## src/verilog/wit_pkg.sv

```systemverilog
// ==========================================================
// watchdog / interval timer shared definitions
// ==========================================================
package wit_pkg;

    // ======================================================
    // register addresses (byte addresses of the cpu bus)
    // ======================================================
    localparam logic [15:0] ADDR_CTRL_WR  = 16'hFFBC; // counter / control word-write address
    localparam logic [15:0] ADDR_CTRL_RD  = 16'hFFBC; // timer_control_status read
    localparam logic [15:0] ADDR_CNT_RD   = 16'hFFBD; // timer_counter_value read
    localparam logic [15:0] ADDR_RST_WR   = 16'hFFBE; // reset_control_status word-write address
    localparam logic [15:0] ADDR_RST_RD   = 16'hFFBF; // reset_control_status read

    // ======================================================
    // write keys carried in the upper byte
    // ======================================================
    localparam logic [7:0] KEY_CNT        = 8'h5A; // selects counter, or reset enable/type bits
    localparam logic [7:0] KEY_CTRL       = 8'hA5; // selects control reg, or watchdog flag clear
    localparam logic [7:0] WD_CLR_DATA    = 8'h00; // only data accepted with the clear key

    // ======================================================
    // field positions
    // ======================================================
    localparam int CTL_OVF_BIT  = 7; // interval_overflow_flag
    localparam int CTL_MODE_BIT = 6; // timer_mode_select, 1 = watchdog
    localparam int CTL_RUN_BIT  = 5; // count_run
    localparam int CTL_CKS_LSB  = 0; // clock_divider_select, 3 bits
    localparam int RST_WDFL_BIT = 7; // watchdog_overflow_flag
    localparam int RST_RGEN_BIT = 6; // reset_gen_enable
    localparam int RST_TYPE_BIT = 5; // reset_type_select, 1 = manual

    // ======================================================
    // reset values and read-as-one masks
    // ======================================================
    localparam logic [7:0] CTL_RESERVED   = 8'h18; // bits 4..3 read as one
    localparam logic [7:0] RST_RESERVED   = 8'h1F; // bits 4..0 read as one
    localparam logic [7:0] CNT_MAX        = 8'hFF; // wrap point of the counter
    localparam logic [7:0] CNT_ZERO       = 8'h00;

    // ======================================================
    // timing, in states (one state = one ref_clk cycle)
    // ======================================================
    localparam logic [7:0] OUT_LEN_RGEN   = 8'h84; // overflow_out_n low, reset enabled (132)
    localparam logic [7:0] OUT_LEN_NORST  = 8'h82; // overflow_out_n low, reset disabled (130)
    localparam logic [9:0] INT_RST_LEN    = 10'h206; // internal reset pulse length (518)

    // ======================================================
    // carriers
    // ======================================================
    typedef struct packed {
        logic [15:0] addr;  // byte address
        logic [15:0] wdata; // word write data, key in upper byte
        logic        wr;    // one-cycle word write strobe
        logic        rd;    // one-cycle byte read strobe
    } wit_bus_req_t;

    typedef struct packed {
        logic active; // chip-wide reset requested
        logic manual; // 1 = manual reset, 0 = power-on reset
    } wit_int_rst_t;

    // prescaler tap for each divider select code (divide by 2**n)
    function automatic logic [4:0] wit_tap_shift(input logic [2:0] sel);
        unique case (sel)
            3'h0: wit_tap_shift = 5'd1;
            3'h1: wit_tap_shift = 5'd6;
            3'h2: wit_tap_shift = 5'd7;
            3'h3: wit_tap_shift = 5'd9;
            3'h4: wit_tap_shift = 5'd11;
            3'h5: wit_tap_shift = 5'd13;
            3'h6: wit_tap_shift = 5'd15;
            3'h7: wit_tap_shift = 5'd17;
        endcase
    endfunction

endpackage

```

## src/verilog/wit_timer.sv

```systemverilog
`timescale 1ns/1ps
// Functional notes
// - byte reads at three fixed addresses
// - watchdog overflow sets flag, drives output low
// - output low 132 or 130 states
// - reset enabled: internal reset with output
// - internal reset lasts 518 states
// - pin reset wins, clears watchdog flag
// - no chip reset, still clear counter/control
// - interval overflow sets flag, requests interrupt
// - counter write beats coinciding increment
// - output low: writes and flag reads ignored
// - keyed word write selects counter or control
// - reset register keys: clear flag or bits
// - reset type zero power-on, one manual
// - overflow is FF to 00; halt clears
module wit_timer #(
    parameter int PRE_W = 17 // prescaler width
) (
    input  wire logic                 ref_clk,
    input  wire logic                 sys_rst,
    input  wire logic                 external_reset_pin_n,
    input  wire wit_pkg::wit_bus_req_t bus_req,
    output logic [7:0]                bus_rdata,
    output logic                      overflow_out_n,
    output logic                      interval_irq,
    output wit_pkg::wit_int_rst_t     int_reset
);
    import wit_pkg::*;

    // ======================================================
    // state
    // ======================================================
    logic       pin_s1_r, pin_s2_r; // pin synchroniser
    logic [7:0] count_r;            // timer_counter_value
    logic       ovf_r;              // interval_overflow_flag
    logic       mode_r;             // timer_mode_select
    logic       run_r;              // count_run
    logic [2:0] cks_r;              // clock_divider_select
    logic       wdflag_r;           // watchdog_overflow_flag
    logic       rgen_r;             // reset_gen_enable
    logic       rtype_r;            // reset_type_select
    logic       ovf_arm_r;          // interval flag seen as one
    logic       wdflag_arm_r;       // watchdog flag seen as one
    logic       out_low_r;          // overflow output asserted
    logic [7:0] out_cnt_r;          // remaining low states minus one
    logic       out_rgen_r;         // reset enable at the overflow
    logic       irst_r;             // internal reset active
    logic       irst_man_r;         // internal reset type
    logic [9:0] irst_cnt_r;         // remaining reset states minus one
    logic [7:0] rdata_r;            // read data
    logic [7:0] count_nxt;          // next counter value

    // ======================================================
    // decode
    // ======================================================
    logic       pin_rst;  // synchronised pin reset
    logic       hard_rst; // full reset of every register but the pin synchroniser
    logic       tick;     // prescaler count pulse
    logic [7:0] key;      // upper byte of a word write
    logic [7:0] wdat;     // lower byte of a word write
    logic       wr_ok;    // writes allowed (output high)
    logic       wr_cnt;   // counter write
    logic       wr_ctl;   // control register write
    logic       wr_wclr;  // watchdog flag clear write
    logic       wr_rbits; // reset enable/type write
    logic       rd_ctl;   // control register read
    logic       rd_rst;   // reset register read
    logic       wrap;     // counter wraps this cycle
    logic       wd_evt;   // watchdog overflow
    logic       it_evt;   // interval overflow
    logic       ovf_clr;  // interval flag clear accepted
    logic       wd_clr;   // watchdog flag clear accepted
    logic [7:0] ctl_view; // control register as read
    logic [7:0] rst_view; // reset register as read

    assign pin_rst  = ~pin_s2_r;
    assign hard_rst = sys_rst | pin_rst;
    assign key      = bus_req.wdata[15:8];
    assign wdat     = bus_req.wdata[7:0];
    assign wr_ok    = bus_req.wr & ~out_low_r;
    assign wr_cnt   = wr_ok & (bus_req.addr == ADDR_CTRL_WR) & (key == KEY_CNT);
    assign wr_ctl   = wr_ok & (bus_req.addr == ADDR_CTRL_WR) & (key == KEY_CTRL);
    assign wr_wclr  = wr_ok & (bus_req.addr == ADDR_RST_WR) & (key == KEY_CTRL)
                      & (wdat == WD_CLR_DATA);
    assign wr_rbits = wr_ok & (bus_req.addr == ADDR_RST_WR) & (key == KEY_CNT);
    assign rd_ctl   = bus_req.rd & (bus_req.addr == ADDR_CTRL_RD);
    assign rd_rst   = bus_req.rd & (bus_req.addr == ADDR_RST_RD);
    // a write in the same cycle as a tick takes the counter
    assign wrap     = run_r & tick & (count_r == CNT_MAX) & ~wr_cnt;
    assign wd_evt   = wrap & mode_r;
    assign it_evt   = wrap & ~mode_r;
    assign ovf_clr  = wr_ctl & ovf_arm_r & ~wdat[CTL_OVF_BIT];
    assign wd_clr   = wr_wclr & wdflag_arm_r;
    assign ctl_view = {ovf_r, mode_r, run_r, 2'b00, cks_r} | CTL_RESERVED;
    assign rst_view = {wdflag_r, rgen_r, rtype_r, 5'b00000} | RST_RESERVED;

    // ======================================================
    // counter next value
    // ======================================================
    always_comb begin
        count_nxt = count_r;
        if (!run_r || wd_evt) begin
            count_nxt = CNT_ZERO;
        end else if (wr_cnt) begin
            count_nxt = wdat;
        end else if (tick) begin
            count_nxt = count_r + 8'h01;
        end
    end

    // ======================================================
    // prescaler, held clear while halted
    // ======================================================
    wit_prescaler #(
        .PRE_W (PRE_W)
    ) u_pre (
        .ref_clk (ref_clk),
        .clr     (hard_rst | ~run_r),
        .sel     (cks_r),
        .tick    (tick)
    );

    // ======================================================
    // pin reset synchroniser
    // ======================================================
    always_ff @(posedge ref_clk) begin
        if (sys_rst) begin
            pin_s1_r <= 1'b1;
            pin_s2_r <= 1'b1;
        end else begin
            pin_s1_r <= external_reset_pin_n;
            pin_s2_r <= pin_s1_r;
        end
    end

    // ======================================================
    // counter and control register
    // ======================================================
    always_ff @(posedge ref_clk) begin
        if (hard_rst) begin
            count_r   <= CNT_ZERO;
            ovf_r     <= 1'b0;
            mode_r    <= 1'b0;
            run_r     <= 1'b0;
            cks_r     <= 3'h0;
            ovf_arm_r <= 1'b0;
        end else if (wd_evt) begin
            // watchdog overflow resets the timer's own registers
            count_r   <= CNT_ZERO;
            ovf_r     <= 1'b0;
            mode_r    <= 1'b0;
            run_r     <= 1'b0;
            cks_r     <= 3'h0;
            ovf_arm_r <= 1'b0;
        end else begin
            count_r <= count_nxt;
            if (wr_ctl) begin
                mode_r <= wdat[CTL_MODE_BIT];
                run_r  <= wdat[CTL_RUN_BIT];
                cks_r  <= wdat[CTL_CKS_LSB +: 3];
            end
            // set wins over a coinciding clear
            ovf_r <= it_evt | (ovf_r & ~ovf_clr);
            if (ovf_clr || it_evt) begin
                ovf_arm_r <= 1'b0;
            end else if (rd_ctl && ovf_r) begin
                ovf_arm_r <= 1'b1;
            end
        end
    end

    // ======================================================
    // reset control register; survives the internal reset
    // ======================================================
    always_ff @(posedge ref_clk) begin
        if (hard_rst) begin
            wdflag_r     <= 1'b0;
            rgen_r       <= 1'b0;
            rtype_r      <= 1'b0;
            wdflag_arm_r <= 1'b0;
        end else begin
            wdflag_r <= wd_evt | (wdflag_r & ~wd_clr);
            if (wr_rbits) begin
                rgen_r  <= wdat[RST_RGEN_BIT];
                rtype_r <= wdat[RST_TYPE_BIT];
            end
            // a read while the output is low does not count
            if (wd_clr || wd_evt) begin
                wdflag_arm_r <= 1'b0;
            end else if (rd_rst && wdflag_r && !out_low_r) begin
                wdflag_arm_r <= 1'b1;
            end
        end
    end

    // ======================================================
    // overflow output and internal reset pulse
    // ======================================================
    always_ff @(posedge ref_clk) begin
        if (hard_rst) begin
            out_low_r  <= 1'b0;
            out_cnt_r  <= 8'h00;
            out_rgen_r <= 1'b0;
            irst_r     <= 1'b0;
            irst_man_r <= 1'b0;
            irst_cnt_r <= 10'h000;
        end else begin
            if (wd_evt) begin
                out_low_r  <= 1'b1;
                out_rgen_r <= rgen_r;
                out_cnt_r  <= (rgen_r ? OUT_LEN_RGEN : OUT_LEN_NORST) - 8'h01;
            end else if (out_low_r) begin
                out_low_r <= (out_cnt_r != 8'h00);
                out_cnt_r <= out_cnt_r - 8'h01;
            end
            if (wd_evt && rgen_r) begin
                irst_r     <= 1'b1;
                irst_man_r <= rtype_r;
                irst_cnt_r <= INT_RST_LEN - 10'h001;
            end else if (irst_r) begin
                irst_r     <= (irst_cnt_r != 10'h000);
                irst_cnt_r <= irst_cnt_r - 10'h001;
            end
        end
    end

    // ======================================================
    // read port; unmapped addresses read as zero
    // ======================================================
    always_ff @(posedge ref_clk) begin
        if (hard_rst) begin
            rdata_r <= 8'h00;
        end else if (bus_req.rd) begin
            unique case (bus_req.addr)
                ADDR_CTRL_RD: rdata_r <= ctl_view;
                ADDR_CNT_RD:  rdata_r <= count_r;
                ADDR_RST_RD:  rdata_r <= rst_view;
                default:      rdata_r <= 8'h00;
            endcase
        end
    end

    assign bus_rdata        = rdata_r;
    assign overflow_out_n   = ~out_low_r;
    assign interval_irq     = ovf_r;
    assign int_reset.active = irst_r;
    assign int_reset.manual = irst_man_r;

    // ======================================================
    // checks
    // ======================================================
    logic [7:0] low_len_r;  // states spent with the output low
    logic [9:0] rst_len_r;  // states spent in internal reset
    always_ff @(posedge ref_clk) begin
        low_len_r <= (hard_rst || !out_low_r) ? 8'h00 : low_len_r + 8'h01;
        rst_len_r <= (hard_rst || !irst_r) ? 10'h000 : rst_len_r + 10'h001;
    end

    wd_flag_a: assert property (@(posedge ref_clk) disable iff (hard_rst)
        wd_evt |=> wdflag_r && !overflow_out_n)
        else $error("watchdog overflow did not set flag and output");
    low_len_a: assert property (@(posedge ref_clk) disable iff (hard_rst)
        $rose(overflow_out_n) && !$past(hard_rst)
        |-> low_len_r == (out_rgen_r ? OUT_LEN_RGEN : OUT_LEN_NORST))
        else $error("overflow output low for wrong length");
    rst_start_a: assert property (@(posedge ref_clk) disable iff (hard_rst)
        wd_evt && rgen_r |=> int_reset.active && !overflow_out_n && int_reset.manual == $past(rtype_r))
        else $error("internal reset not raised with output");
    rst_len_a: assert property (@(posedge ref_clk) disable iff (hard_rst)
        $fell(irst_r) && !$past(hard_rst) |-> rst_len_r == INT_RST_LEN)
        else $error("internal reset of wrong length");
    pin_wins_a: assert property (@(posedge ref_clk) disable iff (sys_rst)
        pin_rst |=> !wdflag_r && !int_reset.active)
        else $error("pin reset did not clear watchdog flag");
    no_rst_a: assert property (@(posedge ref_clk) disable iff (hard_rst)
        wd_evt && !rgen_r |=> !int_reset.active && count_r == CNT_ZERO && !run_r)
        else $error("reset disabled overflow misbehaved");
    itv_flag_a: assert property (@(posedge ref_clk) disable iff (hard_rst)
        it_evt |=> ovf_r && interval_irq)
        else $error("interval overflow did not raise request");
    wr_skip_a: assert property (@(posedge ref_clk) disable iff (hard_rst)
        wr_cnt && tick && run_r |=> count_r == $past(wdat))
        else $error("counter write lost to increment");
    wr_lock_a: assert property (@(posedge ref_clk) disable iff (hard_rst)
        !overflow_out_n && bus_req.wr |=> $stable(rgen_r) && $stable(mode_r) && count_r == CNT_ZERO)
        else $error("write accepted while output low");
    halt_zero_a: assert property (@(posedge ref_clk) disable iff (hard_rst)
        !run_r |=> count_r == CNT_ZERO)
        else $error("halted counter not zero");
    tick_count_a: assert property (@(posedge ref_clk) disable iff (hard_rst)
        run_r && tick && !wr_cnt && count_r != CNT_MAX |=> count_r == $past(count_r) + 8'h01)
        else $error("counter missed a tick");
    itv_quiet_a: assert property (@(posedge ref_clk) disable iff (hard_rst)
        it_evt && overflow_out_n && !irst_r |=> overflow_out_n && !int_reset.active && (!wdflag_r || $past(wdflag_r)))
        else $error("interval overflow touched watchdog outputs");
    rd_cnt_a: assert property (@(posedge ref_clk) disable iff (hard_rst)
        bus_req.rd && bus_req.addr == ADDR_CNT_RD |=> bus_rdata == $past(count_r))
        else $error("counter read returned wrong value");
endmodule

```

## src/verilog/wit_prescaler.sv

```systemverilog
`timescale 1ns/1ps
// ==========================================================
// system clock prescaler with selectable tap, held clear while halted
// ==========================================================
module wit_prescaler #(
    parameter int PRE_W = 17 // widest division is 2**17
) (
    input  wire logic       ref_clk,
    input  wire logic       clr,
    input  wire logic [2:0] sel,
    output logic            tick
);
    import wit_pkg::*;

    logic [PRE_W-1:0] pre_r;    // prescaler count
    logic [PRE_W-1:0] pre_nxt;  // next count
    logic [PRE_W-1:0] tap_mask; // low bits that must be zero for a tick
    logic             tick_nxt; // tick for the next cycle
    logic             tick_r;   // registered tick

    // the mask is built from the tap shift, one bit per divide-by-two
    assign tap_mask = PRE_W'((PRE_W+1)'(1) << wit_tap_shift(sel)) - PRE_W'(1);
    assign pre_nxt  = pre_r + PRE_W'(1);
    // one pulse per full period of the chosen tap
    assign tick_nxt = ((pre_nxt & tap_mask) == '0);
    assign tick     = tick_r;

    // ======================================================
    // counter; cleared while the timer is halted so a new
    // run starts from a full period
    // ======================================================
    always_ff @(posedge ref_clk) begin
        if (clr) begin
            pre_r  <= '0;
            tick_r <= 1'b0;
        end else begin
            pre_r  <= pre_nxt;
            tick_r <= tick_nxt;
        end
    end
endmodule

```

## config.mk

```make
export PLATFORM = sky130hd
export DESIGN_NAME = wit_timer
export DESIGN_NICKNAME = d
export VERILOG_FILES = /design/src/verilog/wit_pkg.sv /design/src/verilog/wit_timer.sv /design/src/verilog/wit_prescaler.sv
export SDC_FILE = /design/constraint.sdc
export NUM_CORES = 1
export LEC_CHECK = 0
export ABC_CLOCK_PERIOD_IN_PS = 3000
export BUFFER_PORTS_ARGS = -buffer_cell sky130_fd_sc_hd__buf_2
export CORE_ASPECT_RATIO = 0.5
export CORE_MARGIN = 3
export CORE_UTILIZATION = 32
export CTS_CLUSTER_SIZE = 12
export DETAILED_ROUTE_END_ITERATION = 10
export REMOVE_ABC_BUFFERS = 1
export SLEW_MARGIN = 5
export SYNTH_ARGS = -nofsm -noshare
export SYNTH_HDL_FRONTEND = slang
export SYNTH_SLANG_ARGS = --single-unit
```

## constraint.sdc

```tcl
create_clock -name ref_clk -period 3 [get_ports ref_clk]
set_input_delay 0.75 -clock ref_clk [delete_from_list [all_inputs] [get_ports ref_clk]]
set_output_delay 0.75 -clock ref_clk [all_outputs]
set_load 0.02 [all_outputs]
```

# Word level (Yosys, flattened, before mapping)
# Memory sizes are Yosys's and may differ from the RTL's. A register that Yosys moved wholly into a read port is not among the register bits.
# Cells that the tools add are included.
word_totals:
  n_memories: 1
  in_bits: 37
  romBits: 40
  output_inout_bits: 12
  regBits: 68
  wordCells: 104
memory_table:
  columns: ["name", "words", "word_bits", "read_ports", "rd_ports_with_merged_regs", "write_ports", "line", "text"]
  rows:
  - ["(no name shown)", 8, 5, 1, 1, 0, "wit_pkg.sv:65", "unique case (sel)"]
classes:
  n_reduce_logical: 21
  mux: 14
  bitwise: 33
  n_shift: 1
  eq_ne: 7
  n_addsub: 6
ops:
  columns: ["operator", "n"]
  rows:
  - ["16-bit equality test (second input constant)", 4]
  - ["8-bit two-way mux", 4]
  - ["8-bit case mux with 3 select lines", 1]
  - ["1-bit bitwise AND", 20]
  - ["10-bit two-way mux", 2]
  - ["17-bit by 1-bit adder with 17-bit output (second input constant)", 1]
  - ["17-bit bitwise AND", 1]
  - ["17-bit zero test", 1]
  - ["1-bit by 5-bit << shifter with 17-bit output (first input constant)", 1]
  - ["17-bit by 2-bit subtractor with 17-bit output (second input constant)", 1]
  - ["8-bit equality test (second input constant)", 2]
  - ["8-bit by 1-bit subtractor with 8-bit output (second input constant)", 2]
  - ["10-bit nonzero test", 1]
  - ["10-bit by 1-bit subtractor with 10-bit output (second input constant)", 1]
  - ["3-bit two-way mux", 3]
  - ["8-bit by 1-bit adder with 8-bit output (second input constant)", 1]
  - ["8-bit by 7-bit equality test with 1-bit output (second input constant)", 1]
  - ["8-bit zero test", 1]
  - ["1-bit inverter", 8]
  - ["8-bit nonzero test", 1]
  - ["2-bit nonzero test", 3]
  - ["2-bit OR reduction", 3]
  - ["3-bit OR reduction", 2]
  - ["1-bit logical AND", 4]
  - ["4 further kinds", 13]

# Depth between registers and ports, before layout
# Gate-level depths: netlist of run 1.
logic_depth:
  word_depth: 9
  ltp_mapped: 13
  depth_no_buf: 12

# By module
# A second synthesis of run 1 with hierarchy kept.
hier_totals:
  cells_unflattened: 446
  area_unflattened_um2: 3794.9
by_module_without_submodules:
  columns: ["module", "cells_each", "area_each_um2", "seq_area_each_um2", "instances"]
  rows:
  - ["wit_timer", 307, 2710.1, 1001.0, 1]
  - ["wit_prescaler", 139, 1084.8, 360.3, 1]

# Worst setup path before layout of run 1
# OpenSTA, ideal clock, no wires.
synth_timing:
  kind: "input port to flip-flop"
  start: "input port bus_req[24] in the netlist's numbering"
  end: "register out_cnt_r[6]"
  n_path_buf: 1
  setup_ps: 125
  arrival_ps: 2662
  cell_stages: 12
  setup_slack_ps: 213
  path_cell_list: "nand4b_4 > nor4_4 > nand4_2 > nand3_2 > buf_2 > nor2_1 > a21oi_1 > ha_1 > nand2_1 > nor3_1 > xnor2_1 > a21oi_1"
synth_between:
  elab_chain_len: 7
synth_lines:
  columns: ["item", "line", "text"]
  rows:
  - ["start: declaration", "wit_timer.sv:23", "input wire wit_pkg::wit_bus_req_t bus_req,"]
  - ["16-bit equality test *", "wit_timer.sv:82", "assign wr_cnt = wr_ok & (bus_req.addr == ADDR_CTRL_WR) & (key == KEY_CNT);"]
  - ["1-bit bitwise AND * (2 in a row)", "wit_timer.sv:82", null]
  - ["1-bit inverter *", "wit_timer.sv:90", "assign wrap = run_r & tick & (count_r == CNT_MAX) & ~wr_cnt;"]
  - ["1-bit bitwise AND *", "wit_timer.sv:90", null]
  - ["1-bit bitwise AND *", "wit_timer.sv:91", "assign wd_evt = wrap & mode_r;"]
  - ["8-bit two-way mux / 2-bit nonzero test (equally long branches)", null, null]
  - ["end signal: assignment", "wit_timer.sv:212", "out_cnt_r <= (rgen_r ? OUT_LEN_RGEN : OUT_LEN_NORST) - 8'h01;"]
  - ["end signal: assignment", "wit_timer.sv:215", "out_cnt_r <= out_cnt_r - 8'h01;"]
  - ["end: declaration", "wit_timer.sv:46", "logic [7:0] out_cnt_r;"]
# Mark *: on every way between the ends. The rest lies on a longest branch, timed or not.
# A chain may end at the register's enable or synchronous reset.

# Worst setup path after layout of run 1
layout_timing:
  start: "register count_r[0]"
  end: "register out_cnt_r[6]"
layout_between:
  elab_chain_len: 5
layout_lines:
  columns: ["item", "line", "text"]
  rows:
  - ["start: declaration", "wit_timer.sv:35", "logic [7:0] count_r;"]
  - ["start signal: assignment", "wit_timer.sv:157", "count_r <= count_nxt;"]
  - ["8-bit equality test *", "wit_timer.sv:90", null]
  - ["1-bit bitwise AND * (2 in a row)", "wit_timer.sv:90", null]
  - ["1-bit bitwise AND *", "wit_timer.sv:91", null]
  - ["8-bit two-way mux / 2-bit nonzero test (equally long branches)", null, null]
# Marks and branches as above.

==> results of run 1 <==
cell type report:
type | count | area (um^2) | share of cell area [%]
Multi-Input combinational cell | 352 | 2210 | 47.9
Sequential cell | 73 | 1460 | 31.6
Timing Repair Buffer | 62 | 345 | 7.47
Clock buffer | 11 | 253 | 5.47
Tap cell | 159 | 199 | 4.30
Clock inverter | 5 | 125 | 2.71
Inverter | 7 | 26.3 | 0.568
synthesized netlist by cell type (3+ instances only):
cell / count
or3_1: 5
o21ai_1: 3
clkbuf_1: 15
nand4_1: 13
dfxtp_1: 73
a211oi_1: 10
xnor2_1: 17
a21oi_1: 29
nand3_1: 27
nand2_1: 33
o31ai_1: 3
mux2i_1: 11
nor3b_1: 3
and3_1: 4
nor2_1: 62
ha_1: 7
xor2_1: 23
nor2b_1: 9
o211ai_1: 3
nand2b_1: 13
nor3_1: 12
o21ai_0: 15
or4_1: 3
inv_1: 7
nor4_1: 7
final timing paths:
path	endpoint	slack, ns
min	pin_s2_r	0.41
max	out_cnt_r[6]	0.40
min reg2reg	pin_s2_r	0.41
max reg2reg	out_cnt_r[6]	0.40
state kept, by name, summed over array words and instances, names as in the netlist, 3 cells and up, named ones only:
signal       flops
count_r          8
irst_cnt_r      10
out_cnt_r        8
cks_r            3
u_pre.pre_r     17
bus_rdata        8
routing by layer:
layer | up-vias | wire, um
li1 | 1714 | -
met1 | 1540 | 4440
met2 | 65 | 4280
met3 | 11 | 372
met4 | 0 | 123
met5 | - | 0
where the power goes:
group / total, mW / switching [mW] / internal (mW) / leakage [nW]
sequential: 0.971 / 0.000297 / 0.971 / 0.588
clock: 1.35 / 0.406 / 0.940 / 0.186
combinational: 0.0758 / 0.0449 / 0.0309 / 0.955
total: 2.39 / 0.451 / 1.94 / 1.73
worst max-delay path, delay by kind of cell, from the launching register on:
family | cells | cell delay [ns]
flip-flops | 1 | 0.38
adder cells (fa/ha/maj) | 2 | 0.41
AO/OA/AOI/OAI | 2 | 0.23
buffers and inverters | 1 | 0.21
AND/OR/NAND/NOR | 5 | 1.10
XOR/XNOR | 1 | 0.15
stage by stage:
| step | setup WS (ns) | std cells | power (mW) | utilization [%] | TNS, ns |
|---|---|---|---|---|---|
| 3_3_place_gp | 0.241 | 653 | 1.07 | 37.6 | 0 |
| 2_1_floorplan | -0.294 | 432 | 1.02 | - | -0.654 |
| 4_1_cts | 0.416 | 669 | 2.42 | 41.0 | 0 |
| 6_report | 0.396 | 669 | 2.39 | 41.0 | 0 |
| 3_5_place_dp | 0.189 | 653 | 1.07 | 37.6 | 0 |
| 5_1_grt | 0.186 | 669 | 2.48 | 41.0 | 0 |
layout by cell type (no fill, tap or decap), drive strengths merged, types with 4 or more instances in the layout:
cell type,netlist,routed
xor2,23,23
inv,7,7
or3,5,5
a21oi,29,29
ha,7,7
nand2b,13,13
nand3,28,28
buf,6,62
and3,4,4
mux2i,12,12
bufinv,0,4
nor2,64,64
nand4,14,14
nor3,12,12
nor4,8,8
o21ai,18,18
xnor2,17,17
dfxtp,73,73
clkbuf,15,11
nand2,35,35
a211oi,10,10
nor2b,9,9
logic make-up after synthesis:
| group | count (synthesis) | synth area share, % |
|---|---|---|
| buffers and inverters | 28 | 3.23 |
| multiplexers | 14 | 4.18 |
| adder cells (fa/ha/maj) | 7 | 2.31 |
| AO/OA/AOI/OAI | 77 | 12.4 |
| AND/OR/NAND/NOR | 214 | 30.2 |
| flip-flops | 73 | 38.5 |
| XOR/XNOR | 40 | 9.23 |
==> results.json, run 1 <==
{
  "drc": 0,
  "grt_pass1_wl_um": 15800,
  "setup_viol": 0,
  "worstPathArrival_ns": 2.82,
  "leakagePower_nw": 1.73,
  "path_cells": "ha_1 > nand4_1 > nor2_1 > nand3_2 > buf_4 > a21oi_1 > ha_1 > nand2_1 > nor3_1 > xnor2_1 > a21oi_1",
  "synth_seq_cells": 73,
  "min_from": "pin_s1_r",
  "antenna_cells": 0,
  "synth.distinct_cells": 61,
  "use_met2_pct": 22.8,
  "area_growth_pct": 21.7,
  "finalCriticalPeriod_ns": 2.60,
  "synth_top_area_share_pct": 38.5,
  "root_buffer": "clkbuf_16",
  "overflow": 0,
  "setup.worst_path.start_class": "flop",
  "grt_util_met3_pct": 4.83,
  "cp_slowest_stage_delay_ns": 0.38,
  "yosys_warnings": 0,
  "syn-cell-area_um2": 3800,
  "postCtsSetupRepairBufs": 0,
  "vias_per_cell": 4.98,
  "synthTopCellsByArea": "dfxtp_1, nor2_1, xor2_1",
  "max_freq_mhz": 384,
  "coreArea_um2": 11300,
  "hold-worst-slack_ns": 0.407,
  "async_flop_share_pct": 0,
  "yosys.area.top_type": "dfxtp_1",
  "finalMaxSlewViolations": 0,
  "grt.busiest_layer": "met2",
  "synth_edf_count": 0,
  "grt_max_degree": 21,
  "drt_iter0_markers": 225,
  "cts_buffers": 9,
  "syn_inst": 453,
  "ctsResizeCount": 0,
  "hold_violations": 0,
  "io_pins": 49,
  "r2r_start": "count_r[0]",
  "final_nets": 549,
  "clock_latency_ns": 0.34,
  "relSlewSlack_pct": 45.7,
  "cpMaxStageDelayCell": "dfxtp_1",
  "wl_um": 9210,
  "maxCapViolCount": 0,
  "dr.pass1.iters": 4,
  "crit_start": "count_r[0]",
  "die_x_um": 160,
  "ys_seq_area_share_pct": 38.5,
  "die-area_um2": 13300,
  "grt_pass1_vias": 3184,
  "track_usage_pct": 14.4,
  "drive_above_1_share_pct": 18.4,
  "vdd_drop_max_uv": 263,
  "stdcell_area_um2": 4620,
  "required_ns": 3.22,
  "critical_path_class": "flop to flop",
  "gp_congestion": 0.849,
  "power_density_nw_per_um2": 518,
  "fillers": 1164,
  "grtUsageMet1_pct": 19.0,
  "post-dp-hpwl_um": 6660,
  "die_h_um": 83.0,
  "clk_pin_slew_ns": 0.06,
  "hold_path_depth": 1,
  "clock-sinks": 73,
  "ant_nets": 0,
  "vias": 3330,
  "outcome": "complete, no violations",
  "worstRegToRegCells": 11,
  "clock_path_buffers": 2,
  "hold_path.class": "flop to flop",
  "antenna_found_initial": 0,
  "critPathMaxFanout": 11,
  "rsz0062_at_grt": "false",
  "fin_crit_sh_pct": 86.8,
  "io_buffer_count": 48,
  "worstMarginPinSlew_ns": 0.815,
  "syn_avg_cell_area_um2": 8.38,
  "routedWlPerCell_um": 13.8,
  "placed_area_um2": 4250,
  "tritoncts": "done",
  "finClkSkew_ns": 0.00537,
  "rows": 27,
  "cts-htree-levels": 3,
  "start_util_pct": 33.7,
  "ys.flop_type": "dfxtp_1",
  "hold_buffers": 0,
  "critPathCaptureType": "flop"
}
Note: power is estimated with default switching activity, not from simulation.
==> run 2: changes to the inputs <==
--- a/config.mk
+++ b/config.mk
@@ -5,13 +5,14 @@
 export SDC_FILE = /design/constraint.sdc
 export NUM_CORES = 1
 export LEC_CHECK = 0
-export ABC_CLOCK_PERIOD_IN_PS = 3000
+export ABC_CLOCK_PERIOD_IN_PS = 2500
 export BUFFER_PORTS_ARGS = -buffer_cell sky130_fd_sc_hd__buf_2
 export CORE_ASPECT_RATIO = 0.5
 export CORE_MARGIN = 3
 export CORE_UTILIZATION = 32
 export CTS_CLUSTER_SIZE = 12
 export DETAILED_ROUTE_END_ITERATION = 10
+export RECOVER_POWER = 50
 export REMOVE_ABC_BUFFERS = 1
 export SLEW_MARGIN = 5
 export SYNTH_ARGS = -nofsm -noshare
==> constraint.sdc (replaced) <==
create_clock -name ref_clk -period 2.5 [get_ports ref_clk]
set_input_delay 0.625 -clock ref_clk [delete_from_list [all_inputs] [get_ports ref_clk]]
set_output_delay 0.625 -clock ref_clk [all_outputs]
set_load 0.02 [all_outputs]
==> results.json, run 2 (synthesis results as in run 1) <==
{
  "layout_setup_ws_ns": 0.177,
  "power_density_nw_per_um2": 565,
  "clock_latency_ns": 0.34,
  "maxCapViolCount": 0,
  "final_core_utilization_pct": 41.1,
  "leakagePower_nw": 1.70,
  "gp_congestion": 0.833,
  "drt_iter0_markers": 246,
  "mostFrequentLayoutCells": "dfxtp_1, nor2_1, buf_2",
  "hold_path.class": "flop to flop",
  "drc": 0,
  "regMostFlops": "u_pre.pre_r",
  "placed_cells": 665,
  "relSlewSlack_pct": 46.3,
  "hold_buffers": 0,
  "io_buffer_count": 48,
  "p_switching_mw": 0.548,
  "die-area_um2": 13300,
  "setup_viol": 0,
  "antenna_found_initial": 0,
  "worstRegToRegCells": 11,
  "die_x_um": 160,
  "vdd_drop_max_uv": 279,
  "ctsResizeCount": 0,
  "path_cells": "buf_2 > nand4b_4 > nor4_4 > clkbuf_1 > nand3_1 > nor4_1 > nand2b_1 > a21oi_1",
  "routedWlPerCell_um": 13.3,
  "critPathCaptureType": "flop",
  "setup.worst_path.start_class": "primary input",
  "seqPwrFrac_pct": 44.5,
  "io_pins": 49,
  "required_ns": 2.69,
  "die_h_um": 83.0,
  "overflow": 0,
  "drive_above_1_share_pct": 18.0,
  "mostFrequentLayoutCell": "dfxtp_1",
  "finClkSkew_ns": 0.00855,
  "antenna_cells": 0,
  "combinationalPowerShare_pct": 3.5,
  "cp_slowest_stage_delay_ns": 0.49,
  "tritoncts": "done",
  "hold-worst-slack_ns": 0.423,
  "cpMaxStageDelayCell": "clkbuf_1",
  "coreArea_um2": 11300,
  "vias_per_cell": 4.98,
  "clock-sinks": 73,
  "rows": 27,
  "grt_pass1_vias": 3220,
  "finalMaxSlewViolations": 0,
  "switching_share_pct": 20.9,
  "final_nets": 561,
  "max_freq_mhz": 430,
  "cts_buffers": 9,
  "vias": 3388,
  "largest_register_ffs": 17,
  "fin_cells": 681,
  "worstMarginPinSlew_ns": 0.806,
  "wl_um": 9060,
  "critPathMaxFanout": 11,
  "start_util_pct": 33.7,
  "grt_pass1_wl_um": 15600,
  "ant_nets": 0,
  "place_ws_ns": -0.184,
  "cts-htree-levels": 3,
  "postCtsSetupRepairBufs": 0,
  "fin_crit_sh_pct": 92.9,
  "root_buffer": "clkbuf_16",
  "post-dp-hpwl_um": 6670,
  "clock_path_buffers": 2,
  "finalCriticalPeriod_ns": 2.32,
  "top_regs": "u_pre.pre_r x17, irst_cnt_r x10",
  "hold_path_depth": 1,
  "worstPathArrival_ns": 2.51,
  "outcome": "complete, no violations",
  "area_growth_pct": 22.1,
  "dr.pass1.iters": 4,
  "critical_path_class": "primary input to flop",
  "hold_violations": 0,
  "grt_max_degree": 21,
  "p_int_mw": 2.07,
  "rsz0062_at_grt": "false",
  "track_usage_pct": 14.2,
  "clockPowerShare_pct": 52.0,
  "clk_pin_slew_ns": 0.06
}
## run 2: cell count changes in the layout (fill, tap and decap cells not counted), moves of 2 or more
| cell | previous run | this run |
|---|---|---|
| buf_4 | 14 | 21 |
| clkbuf_8 | 2 | 0 |
| nor2_2 | 2 | 5 |
| nor2_1 | 62 | 59 |
| buf_2 | 48 | 35 |
| clkinv_2 | 1 | 3 |
| bufinv_16 | 4 | 2 |
| clkbuf_1 | 0 | 19 |
## run 2: layout make-up
class | count | area (um^2)
fillers | 1166 | 6650
multi-input cells | 352 | 2240
flip-flops and latches | 73 | 1460
repair buffers | 74 | 400
clock buffers | 10 | 229
well taps | 159 | 199
clock inverters | 6 | 82.6
inverters | 7 | 26.3
## run 2: per-stage QoR
stage          instance area [um^2]  TNS [ns]  power, mW
6_report                       4640         0       2.62
5_1_grt                        4640         0       2.70
4_1_cts                        4650         0       2.66
3_5_place_dp                   4340    -0.460       1.29
3_3_place_gp                   4340    -0.163       1.29
2_1_floorplan                  3700     -3.92       1.22
## run 2: power groups by stage
stage                     Sequential (mW)  Combinational (mW)  Clock, mW
after floorplan                      1.19              0.0306          0
after global placement               1.19              0.0953          0
after detailed placement             1.19              0.0953          0
after CTS                            1.17              0.0954       1.40
after global routing                 1.16               0.102       1.44
final                                1.17              0.0928       1.36
## run 2: final timing paths
path | to | startpoint | slack, ns
worst min-delay path | pin_s2_r | pin_s1_r | 0.42
worst max register to register | u_pre.tick | flop | 0.23
worst min register to register | pin_s2_r | pin_s1_r | 0.42
worst max-delay path | wdflag_r | bus_req[24] | 0.18
## run 2: metal layers
metal | wire length (um) | track usage (%)
met5 | 0 | 0
met2 | 4050 | 22.4
met3 | 446 | 4.24
met4 | 209 | 5.35
met1 | 4360 | 18.4
## run 2: worst max-delay path, delay by kind of cell
family / cells / cell delay [ns]
AOI/OAI and AO/OA: 1 / 0.06
buffers and inverters: 2 / 0.59
and+or+nand+nor: 5 / 1.24
